**src/hw/itcp_pkg.sv**
```systemverilog
// Notes on behaviour
// - control word: select, format, mode, radix fields
// - select 00/01/10 counters, 11 readback
// - format 00 latch, 01 low, 10 high, 11 both
// - mode decode, top bit ignored modes 2,3
// - radix bit 0 binary, 1 decimal
// - count latch copies value, counting continues
// - two-byte format alternates pointer each access
// - readback: 11, count_n, state_n, picks, 0
// - count_freeze_n low latches picked counters together
// - snapshot_state_n low captures state byte per counter
// - pick bits 1..3 map counters zero..two
// - state byte: out, null, format, mode, radix
// - null flag set from write until loaded
// - state byte, then low, then high
// - further latches ignored until hold read out
// - state byte read before pending held count
// - three 16-bit down counters, count up to 65536 (zero loaded)
// - offset D write maps in, read maps out
package itcp_pkg;
  localparam logic [3:0] OFS_COUNTER0 = 4'h0;
  localparam logic [3:0] OFS_COUNTER1 = 4'h1;
  localparam logic [3:0] OFS_COUNTER2 = 4'h2;
  localparam logic [3:0] OFS_CONTROL = 4'h3;
  localparam logic [3:0] OFS_WINDOW = 4'hD;
  localparam int SEL_HI = 7;
  localparam int SEL_LO = 6;
  localparam int FMT_HI = 5;
  localparam int FMT_LO = 4;
  localparam int MODE_HI = 3;
  localparam int MODE_LO = 1;
  localparam int RADIX_BIT = 0;
  localparam int RB_COUNT_N = 5;
  localparam int RB_STATE_N = 4;
  localparam int RB_PICK_LO = 1;
  localparam logic [1:0] SEL_READBACK = 2'h3;
  localparam logic [1:0] FMT_LATCH = 2'h0;
  localparam logic [1:0] FMT_LOW = 2'h1;
  localparam logic [1:0] FMT_HIGH = 2'h2;
  localparam logic [1:0] FMT_BOTH = 2'h3;
  localparam logic [2:0] MODE_ONESHOT = 3'h1;
  localparam logic [2:0] MODE_RATE = 3'h2;
  localparam logic [2:0] MODE_SQUARE = 3'h3;
  localparam logic [2:0] MODE_SOFT = 3'h4;
  localparam logic [2:0] MODE_HARD = 3'h5;
  localparam logic [5:0] CFG_RESET = 6'h30;
  localparam int NUM_COUNTERS = 3;
endpackage

```
**src/hw/itcp_counter.sv**
```systemverilog
`timescale 1ns/1ps
// one down counter with its hold register and byte pointer
module itcp_counter (
  // clock and reset
  input wire logic mclk,
  input wire logic rstn,
  // counter pins, already synchronised
  input wire logic tick,
  input wire logic gate,
  // host side
  input wire logic cfg_we,
  input wire logic [5:0] cfg_in,
  input wire logic freeze,
  input wire logic snap,
  input wire logic data_we,
  input wire logic data_re,
  input wire logic [7:0] wdata,
  output logic [7:0] rdata,
  output logic out_level
);
  logic [5:0] cfg;
  logic [15:0] reload;
  logic [15:0] count;
  logic [15:0] hold;
  logic hold_full;
  logic hold_hi;
  logic [7:0] state_byte;
  logic state_full;
  logic ptr_hi;
  logic wr_hi;
  logic null_cnt;
  logic load_pend;
  logic armed;
  logic gate_q;
  logic [1:0] fmt;
  logic [2:0] mode;
  logic bcd;
  logic [15:0] dec_one;
  logic [15:0] dec_two;
  logic [15:0] rd_word;
  logic rd_hi;

  assign fmt = cfg[5:4];
  // codes x10 and x11 fold onto modes 2 and 3, so the top mode bit is a don't-care there
  assign mode = cfg[2] ? {1'b0, cfg[2:1]} : cfg[3:1];
  assign bcd = cfg[itcp_pkg::RADIX_BIT];

  // decimal-aware decrement, per nibble borrow
  function automatic logic [15:0] dec_val(input logic [15:0] v, input logic dec);
    logic [15:0] r;
    logic borrow;
    r = v;
    borrow = 1'b1;
    for (int i = 0; i < 4; i++) begin
      if (borrow) begin
        if (r[i*4 +: 4] == 4'h0) begin
          r[i*4 +: 4] = dec ? 4'h9 : 4'hF;
        end else begin
          r[i*4 +: 4] = r[i*4 +: 4] - 4'h1;
          borrow = 1'b0;
        end
      end
    end
    return r;
  endfunction

  assign dec_one = dec_val(count, bcd);
  assign dec_two = dec_val(dec_one, bcd);

  // configuration and host count writes
  always_ff @(posedge mclk) begin
    if (!rstn) begin
      cfg <= itcp_pkg::CFG_RESET;
      reload <= 16'h0000;
      ptr_hi <= 1'b0;
      wr_hi <= 1'b0;
      load_pend <= 1'b0;
    end else if (cfg_we) begin
      cfg <= cfg_in;
      ptr_hi <= 1'b0;
      wr_hi <= 1'b0;
      load_pend <= 1'b0;
    end else begin
      if (data_we) begin
        unique case (fmt)
          itcp_pkg::FMT_LOW: begin
            reload <= {8'h00, wdata};
            load_pend <= 1'b1;
          end
          itcp_pkg::FMT_HIGH: begin
            reload <= {wdata, 8'h00};
            load_pend <= 1'b1;
          end
          default: begin
            if (!wr_hi) reload[7:0] <= wdata;
            else reload[15:8] <= wdata;
            load_pend <= wr_hi;
            wr_hi <= ~wr_hi;
          end
        endcase
      end else if (load_pend) begin
        load_pend <= 1'b0;
      end
      if (data_re && !snap && !state_full && !hold_full && fmt == itcp_pkg::FMT_BOTH) begin
        ptr_hi <= ~ptr_hi;
      end
    end
  end

  // counting element, null flag and output
  always_ff @(posedge mclk) begin
    if (!rstn) begin
      count <= 16'h0000;
      null_cnt <= 1'b0;
      armed <= 1'b0;
      out_level <= 1'b0;
      gate_q <= 1'b0;
    end else begin
      gate_q <= gate;
      if (cfg_we) begin
        null_cnt <= 1'b1;
        armed <= 1'b0;
        out_level <= (cfg_in[3:1] != 3'h0);
      end else if (data_we) begin
        null_cnt <= 1'b1;
      end else if (load_pend) begin
        count <= reload; // transfer ends null count
        null_cnt <= 1'b0;
        armed <= 1'b1;
        out_level <= (mode != 3'h0);
      end else if (armed && tick) begin
        if (gate || mode == itcp_pkg::MODE_ONESHOT || mode == itcp_pkg::MODE_HARD) begin
          if (mode == itcp_pkg::MODE_SQUARE) begin
            count <= (dec_two == 16'h0000) ? reload : dec_two;
            if (dec_two == 16'h0000) out_level <= ~out_level;
          end else if (mode == itcp_pkg::MODE_RATE) begin
            count <= (dec_one == 16'h0001) ? reload : dec_one;
            out_level <= (dec_one != 16'h0001);
          end else begin
            count <= dec_one;
            if (dec_one == 16'h0000) out_level <= (mode != itcp_pkg::MODE_SOFT);
            else if (mode == itcp_pkg::MODE_SOFT) out_level <= 1'b1;
          end
        end
        if (gate && !gate_q && (mode == itcp_pkg::MODE_ONESHOT || mode == itcp_pkg::MODE_HARD)) begin
          count <= reload; // retrigger
          out_level <= (mode == itcp_pkg::MODE_HARD);
        end
      end
    end
  end

  // hold register and state snapshot
  always_ff @(posedge mclk) begin
    if (!rstn) begin
      hold <= 16'h0000;
      hold_full <= 1'b0;
      hold_hi <= 1'b0;
      state_byte <= 8'h00;
      state_full <= 1'b0;
    end else begin
      if (cfg_we) begin
        hold_full <= 1'b0;
        state_full <= 1'b0;
        hold_hi <= 1'b0;
      end else begin
        if (freeze && !hold_full) begin
          hold <= count;
          hold_full <= 1'b1;
          hold_hi <= (fmt == itcp_pkg::FMT_HIGH);
        end
        if (snap && !state_full) begin
          state_byte <= {out_level, null_cnt, cfg};
          state_full <= 1'b1;
        end
        if (data_re && state_full) begin
          state_full <= 1'b0;
        end else if (data_re && hold_full) begin
          if (fmt == itcp_pkg::FMT_BOTH && !hold_hi) begin
            hold_hi <= 1'b1;
          end else begin
            hold_full <= 1'b0;
          end
        end
      end
    end
  end

  // read data mux: state first, then hold, then live count
  assign rd_word = hold_full ? hold : count;
  assign rd_hi = hold_full ? hold_hi : (fmt == itcp_pkg::FMT_HIGH || (fmt == itcp_pkg::FMT_BOTH && ptr_hi));
  always_comb begin
    if (state_full) rdata = state_byte;
    else if (rd_hi) rdata = rd_word[15:8];
    else rdata = rd_word[7:0];
  end
endmodule

```
**src/hw/itcp_top.sv**
```systemverilog
`timescale 1ns/1ps
// command port and three counters behind a shared byte window
module itcp_top (
  // clock and reset
  input wire logic mclk,
  input wire logic rstn,
  // host byte port, one-cycle strobes
  input wire logic [3:0] addr,
  input wire logic wr_en,
  input wire logic rd_en,
  input wire logic [7:0] wdata,
  output logic [7:0] rdata,
  output logic counters_mapped,
  // counter pins, asynchronous
  input wire logic [2:0] cnt_clk,
  input wire logic [2:0] cnt_gate,
  output logic [2:0] cnt_out
);
  localparam int N = itcp_pkg::NUM_COUNTERS;
  logic [2:0] clk_s1, clk_s2, clk_s3, gate_s1, gate_s2, gate_s3;
  logic [2:0] clk_st, gate_st, clk_prev, tick;
  logic [N-1:0] cfg_we, freeze, snap, data_we, data_re, out_w;
  logic [7:0] rd_w [N];
  logic is_ctrl, is_data;
  logic [1:0] sel;
  logic [2:0] picks;

  // three-stage pin synchronisers; a change counts once stages two and three agree
  always_ff @(posedge mclk) begin
    if (!rstn) begin
      clk_s1 <= 3'h0;
      clk_s2 <= 3'h0;
      clk_s3 <= 3'h0;
      gate_s1 <= 3'h0;
      gate_s2 <= 3'h0;
      gate_s3 <= 3'h0;
      clk_st <= 3'h0;
      gate_st <= 3'h0;
      clk_prev <= 3'h0;
    end else begin
      clk_s1 <= cnt_clk;
      clk_s2 <= clk_s1;
      clk_s3 <= clk_s2;
      gate_s1 <= cnt_gate;
      gate_s2 <= gate_s1;
      gate_s3 <= gate_s2;
      clk_st <= (clk_s2 & clk_s3) | (clk_st & (clk_s2 | clk_s3));
      gate_st <= (gate_s2 & gate_s3) | (gate_st & (gate_s2 | gate_s3));
      clk_prev <= clk_st;
    end
  end
  assign tick = clk_st & ~clk_prev;

  // window mapping: write maps in, read maps out, nothing else reset
  always_ff @(posedge mclk) begin
    if (!rstn) begin
      counters_mapped <= 1'b0;
    end else if (addr == itcp_pkg::OFS_WINDOW && wr_en) begin
      counters_mapped <= 1'b1;
    end else if (addr == itcp_pkg::OFS_WINDOW && rd_en) begin
      counters_mapped <= 1'b0;
    end
  end

  // command decode
  assign is_ctrl = counters_mapped && wr_en && addr == itcp_pkg::OFS_CONTROL;
  assign is_data = counters_mapped && addr < itcp_pkg::OFS_CONTROL;
  assign sel = wdata[itcp_pkg::SEL_HI:itcp_pkg::SEL_LO];
  assign picks = wdata[itcp_pkg::RB_PICK_LO +: 3];
  always_comb begin
    for (int i = 0; i < N; i++) begin
      cfg_we[i] = is_ctrl && sel == 2'(i) && wdata[5:4] != itcp_pkg::FMT_LATCH;
      freeze[i] = is_ctrl && ((sel == 2'(i) && wdata[5:4] == itcp_pkg::FMT_LATCH)
        || (sel == itcp_pkg::SEL_READBACK && picks[i] && !wdata[itcp_pkg::RB_COUNT_N]));
      snap[i] = is_ctrl && sel == itcp_pkg::SEL_READBACK && picks[i]
        && !wdata[itcp_pkg::RB_STATE_N];
      data_we[i] = is_data && wr_en && addr == 4'(i);
      data_re[i] = is_data && rd_en && addr == 4'(i);
    end
  end

  // counters, one instance each
  genvar g;
  generate
    for (g = 0; g < N; g++) begin : g_cnt
      itcp_counter u_cnt (
        .mclk(mclk),
        .rstn(rstn),
        .tick(tick[g]),
        .gate(gate_st[g]),
        .cfg_we(cfg_we[g]),
        .cfg_in(wdata[5:0]),
        .freeze(freeze[g]),
        .snap(snap[g]),
        .data_we(data_we[g]),
        .data_re(data_re[g]),
        .wdata(wdata),
        .rdata(rd_w[g]),
        .out_level(out_w[g])
      );
    end
  endgenerate

  // registered outputs; read data valid the cycle after rd_en
  always_ff @(posedge mclk) begin
    if (!rstn) begin
      rdata <= 8'h00;
      cnt_out <= 3'h0;
    end else begin
      cnt_out <= out_w;
      if (rd_en && is_data) rdata <= rd_w[addr[1:0]];
      else if (rd_en) rdata <= 8'h00;
    end
  end
endmodule

```
**config.mk**
```make
export PLATFORM = sky130hd
export DESIGN_NAME = itcp_top
export DESIGN_NICKNAME = d
export VERILOG_FILES = /design/src/hw/itcp_pkg.sv /design/src/hw/itcp_counter.sv /design/src/hw/itcp_top.sv
export SDC_FILE = /design/constraint.sdc
export NUM_CORES = 1
export LEC_CHECK = 0
export BUFFER_PORTS_ARGS = -buffer_cell sky130_fd_sc_hd__buf_2
export CORE_MARGIN = 2
export CORE_UTILIZATION = 50
export CTS_BUF_LIST = sky130_fd_sc_hd__clkbuf_4 sky130_fd_sc_hd__clkbuf_8
export CTS_CLUSTER_DIAMETER = 50
export DETAILED_ROUTE_END_ITERATION = 8
export GPL_TIMING_DRIVEN = 0
export HOLD_SLACK_MARGIN = 0.05
export PLACE_DENSITY_LB_ADDON = 0.12
export SLEW_MARGIN = 20
export SYNTH_ARGS = -nofsm -noshare
export SYNTH_HDL_FRONTEND = slang
export SYNTH_SLANG_ARGS = --single-unit
```
**constraint.sdc**
```tcl
create_clock -name mclk -period 6.65 [get_ports mclk]
set_clock_uncertainty 0.15 [all_clocks]
set_input_delay 0.3325 -clock mclk [delete_from_list [all_inputs] [get_ports mclk]]
set_output_delay 0.3325 -clock mclk [all_outputs]
set_load 0.03 [all_outputs]
```
# After elaboration in Yosys (flattened, before gate mapping)
# Index checks and enable logic that the tools add are counted.
dict set report totals {
  reg_bits 255
  elab_cells 570
  out_inout_bits 12
  mem_bits_rw 0
  memories 0
  input_bits 22
  latchBits 0
  mem_bits_ro 0
}
dict set report op_classes {
  eq_ne 49
  reduce_logical 206
  n_addsub 24
  order_cmp 2
  div_mod_pow 0
  shift 0
  mul 0
  n_bitwise 30
  muxes 199
}
# operator n
set op_table {}
lappend op_table {{$mux 16} 27}
lappend op_table {{$mux 4} 42}
lappend op_table {{$mux 8} 16}
lappend op_table {{$mux 1} 104}
lappend op_table {{$logic_not 4->1} 25}
lappend op_table {{$logic_not 16->1} 6}
lappend op_table {{$pmux 16 s2} 3}
lappend op_table {{$sub 4x1->4 const B} 24}
lappend op_table {{$logic_and 1x1->1} 77}
lappend op_table {{$eq 16x1->1 const B} 3}
lappend op_table {{$ne 16x1->1 const B} 3}
lappend op_table {{$reduce_bool 3->1} 16}
lappend op_table {{$reduce_and 2->1} 12}
lappend op_table {{$reduce_bool 7->1} 3}
lappend op_table {{$not 1->1} 19}
lappend op_table {{$eq 3x2->1 const B} 6}
lappend op_table {{$eq 3x3->1 const B} 6}
lappend op_table {{$mux 3} 6}
lappend op_table {{$ne 3x3->1 const B} 6}
lappend op_table {{$reduce_and 3->1} 6}
lappend op_table {{$reduce_or 3->1} 6}
lappend op_table {{$logic_not 1->1} 17}
lappend op_table {{$bmux 8 s2} 1}
lappend op_table {{$eq 2x2->1 const B} 8}
lappend op_table {{other kinds (20)} 68}

# Depth between registers and ports, before layout
dict set report depth {
  word_depth 17
  mapped_depth 19
}

# Cells and area by module
# Synthesis repeated with hierarchy kept, for this count alone.
dict set report unflattened {
  cells_unflattened 2107
  area_unflattened_um2 16001.6
}
# module n_inst cells_each seq_area_each_um2 area_each_um2
set modules_own_cells {}
lappend modules_own_cells {{itcp_counter (g_cnt[0].u_cnt)} 1 657 1441.4 4857.2}
lappend modules_own_cells {{itcp_counter (g_cnt[1].u_cnt)} 1 643 1441.4 4778.3}
lappend modules_own_cells {{itcp_counter (g_cnt[2].u_cnt)} 1 641 1441.4 4765.8}
lappend modules_own_cells {itcp_top 1 166 780.7 1600.3}

# Least setup slack after synthesis
# No wires, ideal clock.
dict set report synth_timing {
  path_type {reg-to-reg}
  start {register g_cnt[0].u_cnt.count[4]}
  end {register g_cnt[0].u_cnt.count[0]}
  slack_ns 2.490
  synth_period_minus_slack_ns 4.160
  arrival_ns 3.880
  path_stages_with_launch 20
  setup_time_ns 0.130
  cell_sequence {dfxtp_1 -> inv_1 -> ha_1 -> or3b_2 -> buf_2 -> nor2_1 -> nor2_1 -> a31oi_1 -> ha_1 -> nor4bb_1 -> nand4_1 -> nand3_1 -> and3_1 -> clkbuf_1 -> a31oi_1 -> and2b_1 -> and3_1 -> buf_2 -> o31ai_1 -> o211ai_1}
}
dict set report synth_via {
  elab_chain_cells 15
  elab_cells_between_ends 35
  cone_classes {4 x add/sub; 1 x eq/ne; 25 x mux; 5 x reduce/logical}
}
# item line_no
set synth_rtl {}
lappend synth_rtl {{start: declaration} itcp_counter.sv:23} ;# logic [15:0] count;
lappend synth_rtl {{start signal: assignment} itcp_counter.sv:127} ;# count <= reload;
lappend synth_rtl {{start signal: assignment} itcp_counter.sv:134} ;# count <= (dec_two == 16'h0000) ? reload : dec_two;
lappend synth_rtl {{start signal: assignment} itcp_counter.sv:137} ;# count <= (dec_one == 16'h0001) ? reload : dec_one;
lappend synth_rtl {{branches (longest 10 deep; another with $sub 4x1->4)} -}
lappend synth_rtl {{$mux 16 (*)} itcp_counter.sv:133} ;# if (mode == itcp_pkg::MODE_SQUARE) begin
lappend synth_rtl {{$mux 16 (*)} itcp_counter.sv:132} ;# if (gate || mode == itcp_pkg::MODE_ONESHOT || mode == itcp_pkg::MODE_HARD) begin
lappend synth_rtl {{$mux 16 (*)} itcp_counter.sv:145} ;# if (gate && !gate_q && (mode == itcp_pkg::MODE_ONESHOT || mode == itcp_pkg::MODE_HARD)) begin
lappend synth_rtl {{$mux 16 (*)} itcp_counter.sv:131} ;# end else if (armed && tick) begin
lappend synth_rtl {{$mux 16 (*)} itcp_counter.sv:126} ;# end else if (load_pend) begin
# Mark *: on every way between the ends. The select of a mux whose other input is x is not followed.
# A chain may end at the register's enable or synchronous reset.

# Worst setup path in the final report
dict set report layout_timing {
  start {register g_cnt[0].u_cnt.count[0]}
  end {register g_cnt[0].u_cnt.count[4]}
}
dict set report layout_via {
  elab_chain_cells 15
  elab_cells_between_ends 39
  cone_classes {5 x add/sub; 1 x eq/ne; 27 x mux; 6 x reduce/logical}
}
# item line_no
set layout_rtl {}
lappend layout_rtl {{$logic_not 4->1} itcp_counter.sv:56} ;# if (r[i*4 +: 4] == 4'h0) begin
lappend layout_rtl {{$mux 1} itcp_counter.sv:56}
lappend layout_rtl {{$mux 1 or $mux 4 (tied branches)} itcp_counter.sv:55} ;# if (borrow) begin
lappend layout_rtl {{$mux 1 (tied with other cells)} itcp_counter.sv:55}
lappend layout_rtl {{$mux 4 (tied with other cells)} itcp_counter.sv:55}
lappend layout_rtl {{$sub 4x1->4 (tied with other cells)} itcp_counter.sv:59} ;# r[i*4 +: 4] = r[i*4 +: 4] - 4'h1;
lappend layout_rtl {{$mux 4 or $mux 1 (tied branches)} {itcp_counter.sv:56, itcp_counter.sv:55}}
lappend layout_rtl {{$mux 4} itcp_counter.sv:55}
lappend layout_rtl {{$logic_not 16->1} itcp_counter.sv:134}
lappend layout_rtl {{$mux 16} itcp_counter.sv:134}
lappend layout_rtl {{$mux 16 (*)} itcp_counter.sv:133}
lappend layout_rtl {{$mux 16 (*)} itcp_counter.sv:132}
lappend layout_rtl {{$mux 16 (*)} itcp_counter.sv:145}
lappend layout_rtl {{$mux 16 (*)} itcp_counter.sv:131}
lappend layout_rtl {{$mux 16 (*)} itcp_counter.sv:126}
# Mark *: on every way between the ends. The rest lies on a longest branch, timed or not. The select of a mux whose other input is x is not followed.

==> flow_metrics.env <==
export IMPL_cp_arrival_ns=5.82
export IMPL_hold_path_class="input port to flip-flop"
export IMPL_netlist_top_cells_count="dfxtp_1 (255), nor2_1 (244), nand2_1 (241)"
export IMPL_synth_most_common_cell="dfxtp_1"
export IMPL_fin_hold_ws_ns=0.150
export IMPL_fp_dieW_um=185
export IMPL_leakagePower_nw=6.62
export IMPL_endpoint_kind="flip-flop"
export IMPL_synth_fp_nets=2218
export IMPL_finalSetupViolCount=0
export IMPL_syn_area_um2=16300
export IMPL_grt_max_degree=13
export IMPL_place_gp_congestion=0.980
export IMPL_postCtsSetupRepairBufs=0
export IMPL_yosysTopAreaCellShare=0.313
export IMPL_synth_seq_area_share=0.313
export IMPL_dpl_hpwl_um=43500
export IMPL_drtIter0Drc=1624
export IMPL_powerDensity_nw_per_um2=183
export IMPL_drt_wl_total_um=58700
export IMPL_grt_pass1_vias=15789
export IMPL_cp_required_ns=7.01
export IMPL_clock_latency_ns=0.62
export IMPL_n_fill_cell=3105
export IMPL_coreArea_um2=32300
export IMPL_max_vdd_ir_drop_uv=193
export IMPL_ys_warn_count=0
export IMPL_maxSlewViolCount=0
export IMPL_via_per_inst=6.30
export IMPL_async_reset_ff_frac=0
export IMPL_rsz0062_at_grt="false"
export IMPL_fmax_ghz=0.183
export IMPL_syn_area_per_cell_um2=7.56
export IMPL_cts_root_buf="clkbuf_8"
export IMPL_dieArea_um2=34100
export IMPL_dp_cells=2628
export IMPL_via_count=17143
export IMPL_synth_area_leaders="dfxtp_1 (31%), a21oi_1 (6.4%), mux2i_1 (5.8%), nor2_1 (5.6%), nand2_1 (5.5%)"
export IMPL_ys_types=102
export IMPL_die_h_um=185
export IMPL_drv_cap=0
export IMPL_cts_made_buffers=48
export IMPL_startpoint="g_cnt[0].u_cnt.count[0]"
export IMPL_synth_edf_count=0
export IMPL_period_share=0.821
export IMPL_postCtsResizedCells=0
export IMPL_fin_tns_setup_ns=0
export IMPL_gr_usage_all_layers=0.341
export IMPL_path_class="flip-flop to flip-flop"
export IMPL_status="finished, final reports clean"
export IMPL_antenna_found_initial=1
export IMPL_rows=66
export IMPL_cts_sinks=255
export IMPL_areaGrowthSynthToFinish_pct=11.5
export IMPL_hold_buffers=11
export IMPL_post_drt_wl_per_cell_um=21.6
export IMPL_syn_inst=2156
export IMPL_layout_drive_gt1_share=0.0934
export IMPL_cp_start_kind="flip-flop"
export IMPL_cp_max_fo=10
export IMPL_min_from="wdata[3]"
export IMPL_io_pins=34
export IMPL_rrSetupSlack_ns=1.19
export IMPL_worst_slew_pin_slew_ns=1.03
export IMPL_hold_violations=0
export IMPL_start_util=0.505
export IMPL_maxSlewHeadroom=0.314
export IMPL_post_route_min_period_ns=5.46
export IMPL_ys_ff_latch=255
export IMPL_drc_errors=0
export IMPL_firstDrtPassIters=8
export IMPL_grt_pass1_wl_um=89700
export IMPL_fin_cells=2723
export IMPL_grt_overflow=0
export IMPL_r2r_start="g_cnt[0].u_cnt.count[0]"
export IMPL_dominantRegCellSynth="dfxtp_1"
export IMPL_numPortBuffers=29
export IMPL_cts_tree="done"
export IMPL_h_tree_depth=2
export IMPL_clkTransAtPathRegs_ns=0.05
export IMPL_finalNetCount=2309
export IMPL_postRouteAntennaNets=0
export IMPL_yosys_area_top_type="dfxtp_1"
export IMPL_cts_max_path_buffers=3
cell type report:
cell class	count	area, um2	share of cell area
well taps	442	553	0.0304
diodes	1	2.50	0.000138
repair buffers	41	260	0.0143
plain buffers	154	616	0.0338
inverters	77	289	0.0159
multi-input cells	1670	10300	0.567
clock buffers	65	845	0.0464
flip-flops and latches	255	5100	0.281
clock inverters	18	206	0.0114
final timing paths:
| path | endpoint | cells past startpoint |
|---|---|---|
| worst min-delay path | g_cnt[2].u_cnt.state_byte[1] | 4 |
| worst max register to register | g_cnt[0].u_cnt.count[4] | 17 |
| worst min register to register | clk_s2[2] | 1 |
| worst max-delay path | g_cnt[0].u_cnt.count[4] | 17 |
state kept, by name, summed over array words and instances (netlist names), 8 cells and up:
name                    flops
g_cnt.u_cnt.cfg            18
g_cnt.u_cnt.state_byte     24
g_cnt.u_cnt.hold           48
g_cnt.u_cnt.reload         48
g_cnt.u_cnt.count          48
rdata                       8
cells in the final DEF (no fill, tap or decap), types with 46 or more instances in the layout:
master      n
a21oi_1   208
buf_2      48
clkbuf_1  122
clkbuf_8   57
dfxtp_1   255
inv_1      75
mux2i_1    95
nand2_1   241
nand3_1    79
nor2_1    244
nor3_1     46
o21ai_0   119
through the flow:
stage                     worst slack [ns]  area (um2)  power (mW)   util
after floorplan                       2.49       16300        1.61      -
after global placement                1.43       17000        1.66  0.527
after detailed placement              1.40       17000        1.66  0.527
after CTS                             1.35       18200        3.35  0.563
after global routing                 0.839       18200        3.42  0.563
final                                 1.19       18200        3.33  0.563
metal layers:
metal	global-route usage	wire [um]	vias up
met3	0.0551	4600	189
met5	0	0	-
met1	0.441	24500	8081
met2	0.545	26500	845
met4	0.182	3140	0
li1	-	-	8028
power breakdown:
part	internal, mW	total, mW	switching (mW)
sequential	1.53	1.54	0.00219
clock	0.982	1.69	0.711
combinational	0.0211	0.100	0.0789
worst max-delay path, stage by stage (launching register included):
cell and delay, ns:
dfxtp_1 0.39, inv_1 0.15, ha_1 0.22, nor3b_1 0.63, clkbuf_1 0.52, nand4_1 0.14, o21ai_0 0.28, ha_1 0.35
nor4bb_1 0.30, nand4_1 0.12, nand3_1 0.31, nand3_1 0.28, mux2i_1 0.34, and4b_1 0.29, and3_1 0.26, buf_2 0.27
o21ai_0 0.14, a211oi_1 0.22
kinds of logic (layout without fill, tap and decap cells):
family,Yosys count,after routing,share of synthesized area
flops,255,255,0.313
fa+ha+maj,40,40,0.0307
mux,116,116,0.0728
compound gates,661,661,0.266
simple gates,839,839,0.255
other cells,0,1,0
xor+xnor,14,14,0.00752
buf+inv,231,355,0.0555
Power figures use the tool's default switching activity.
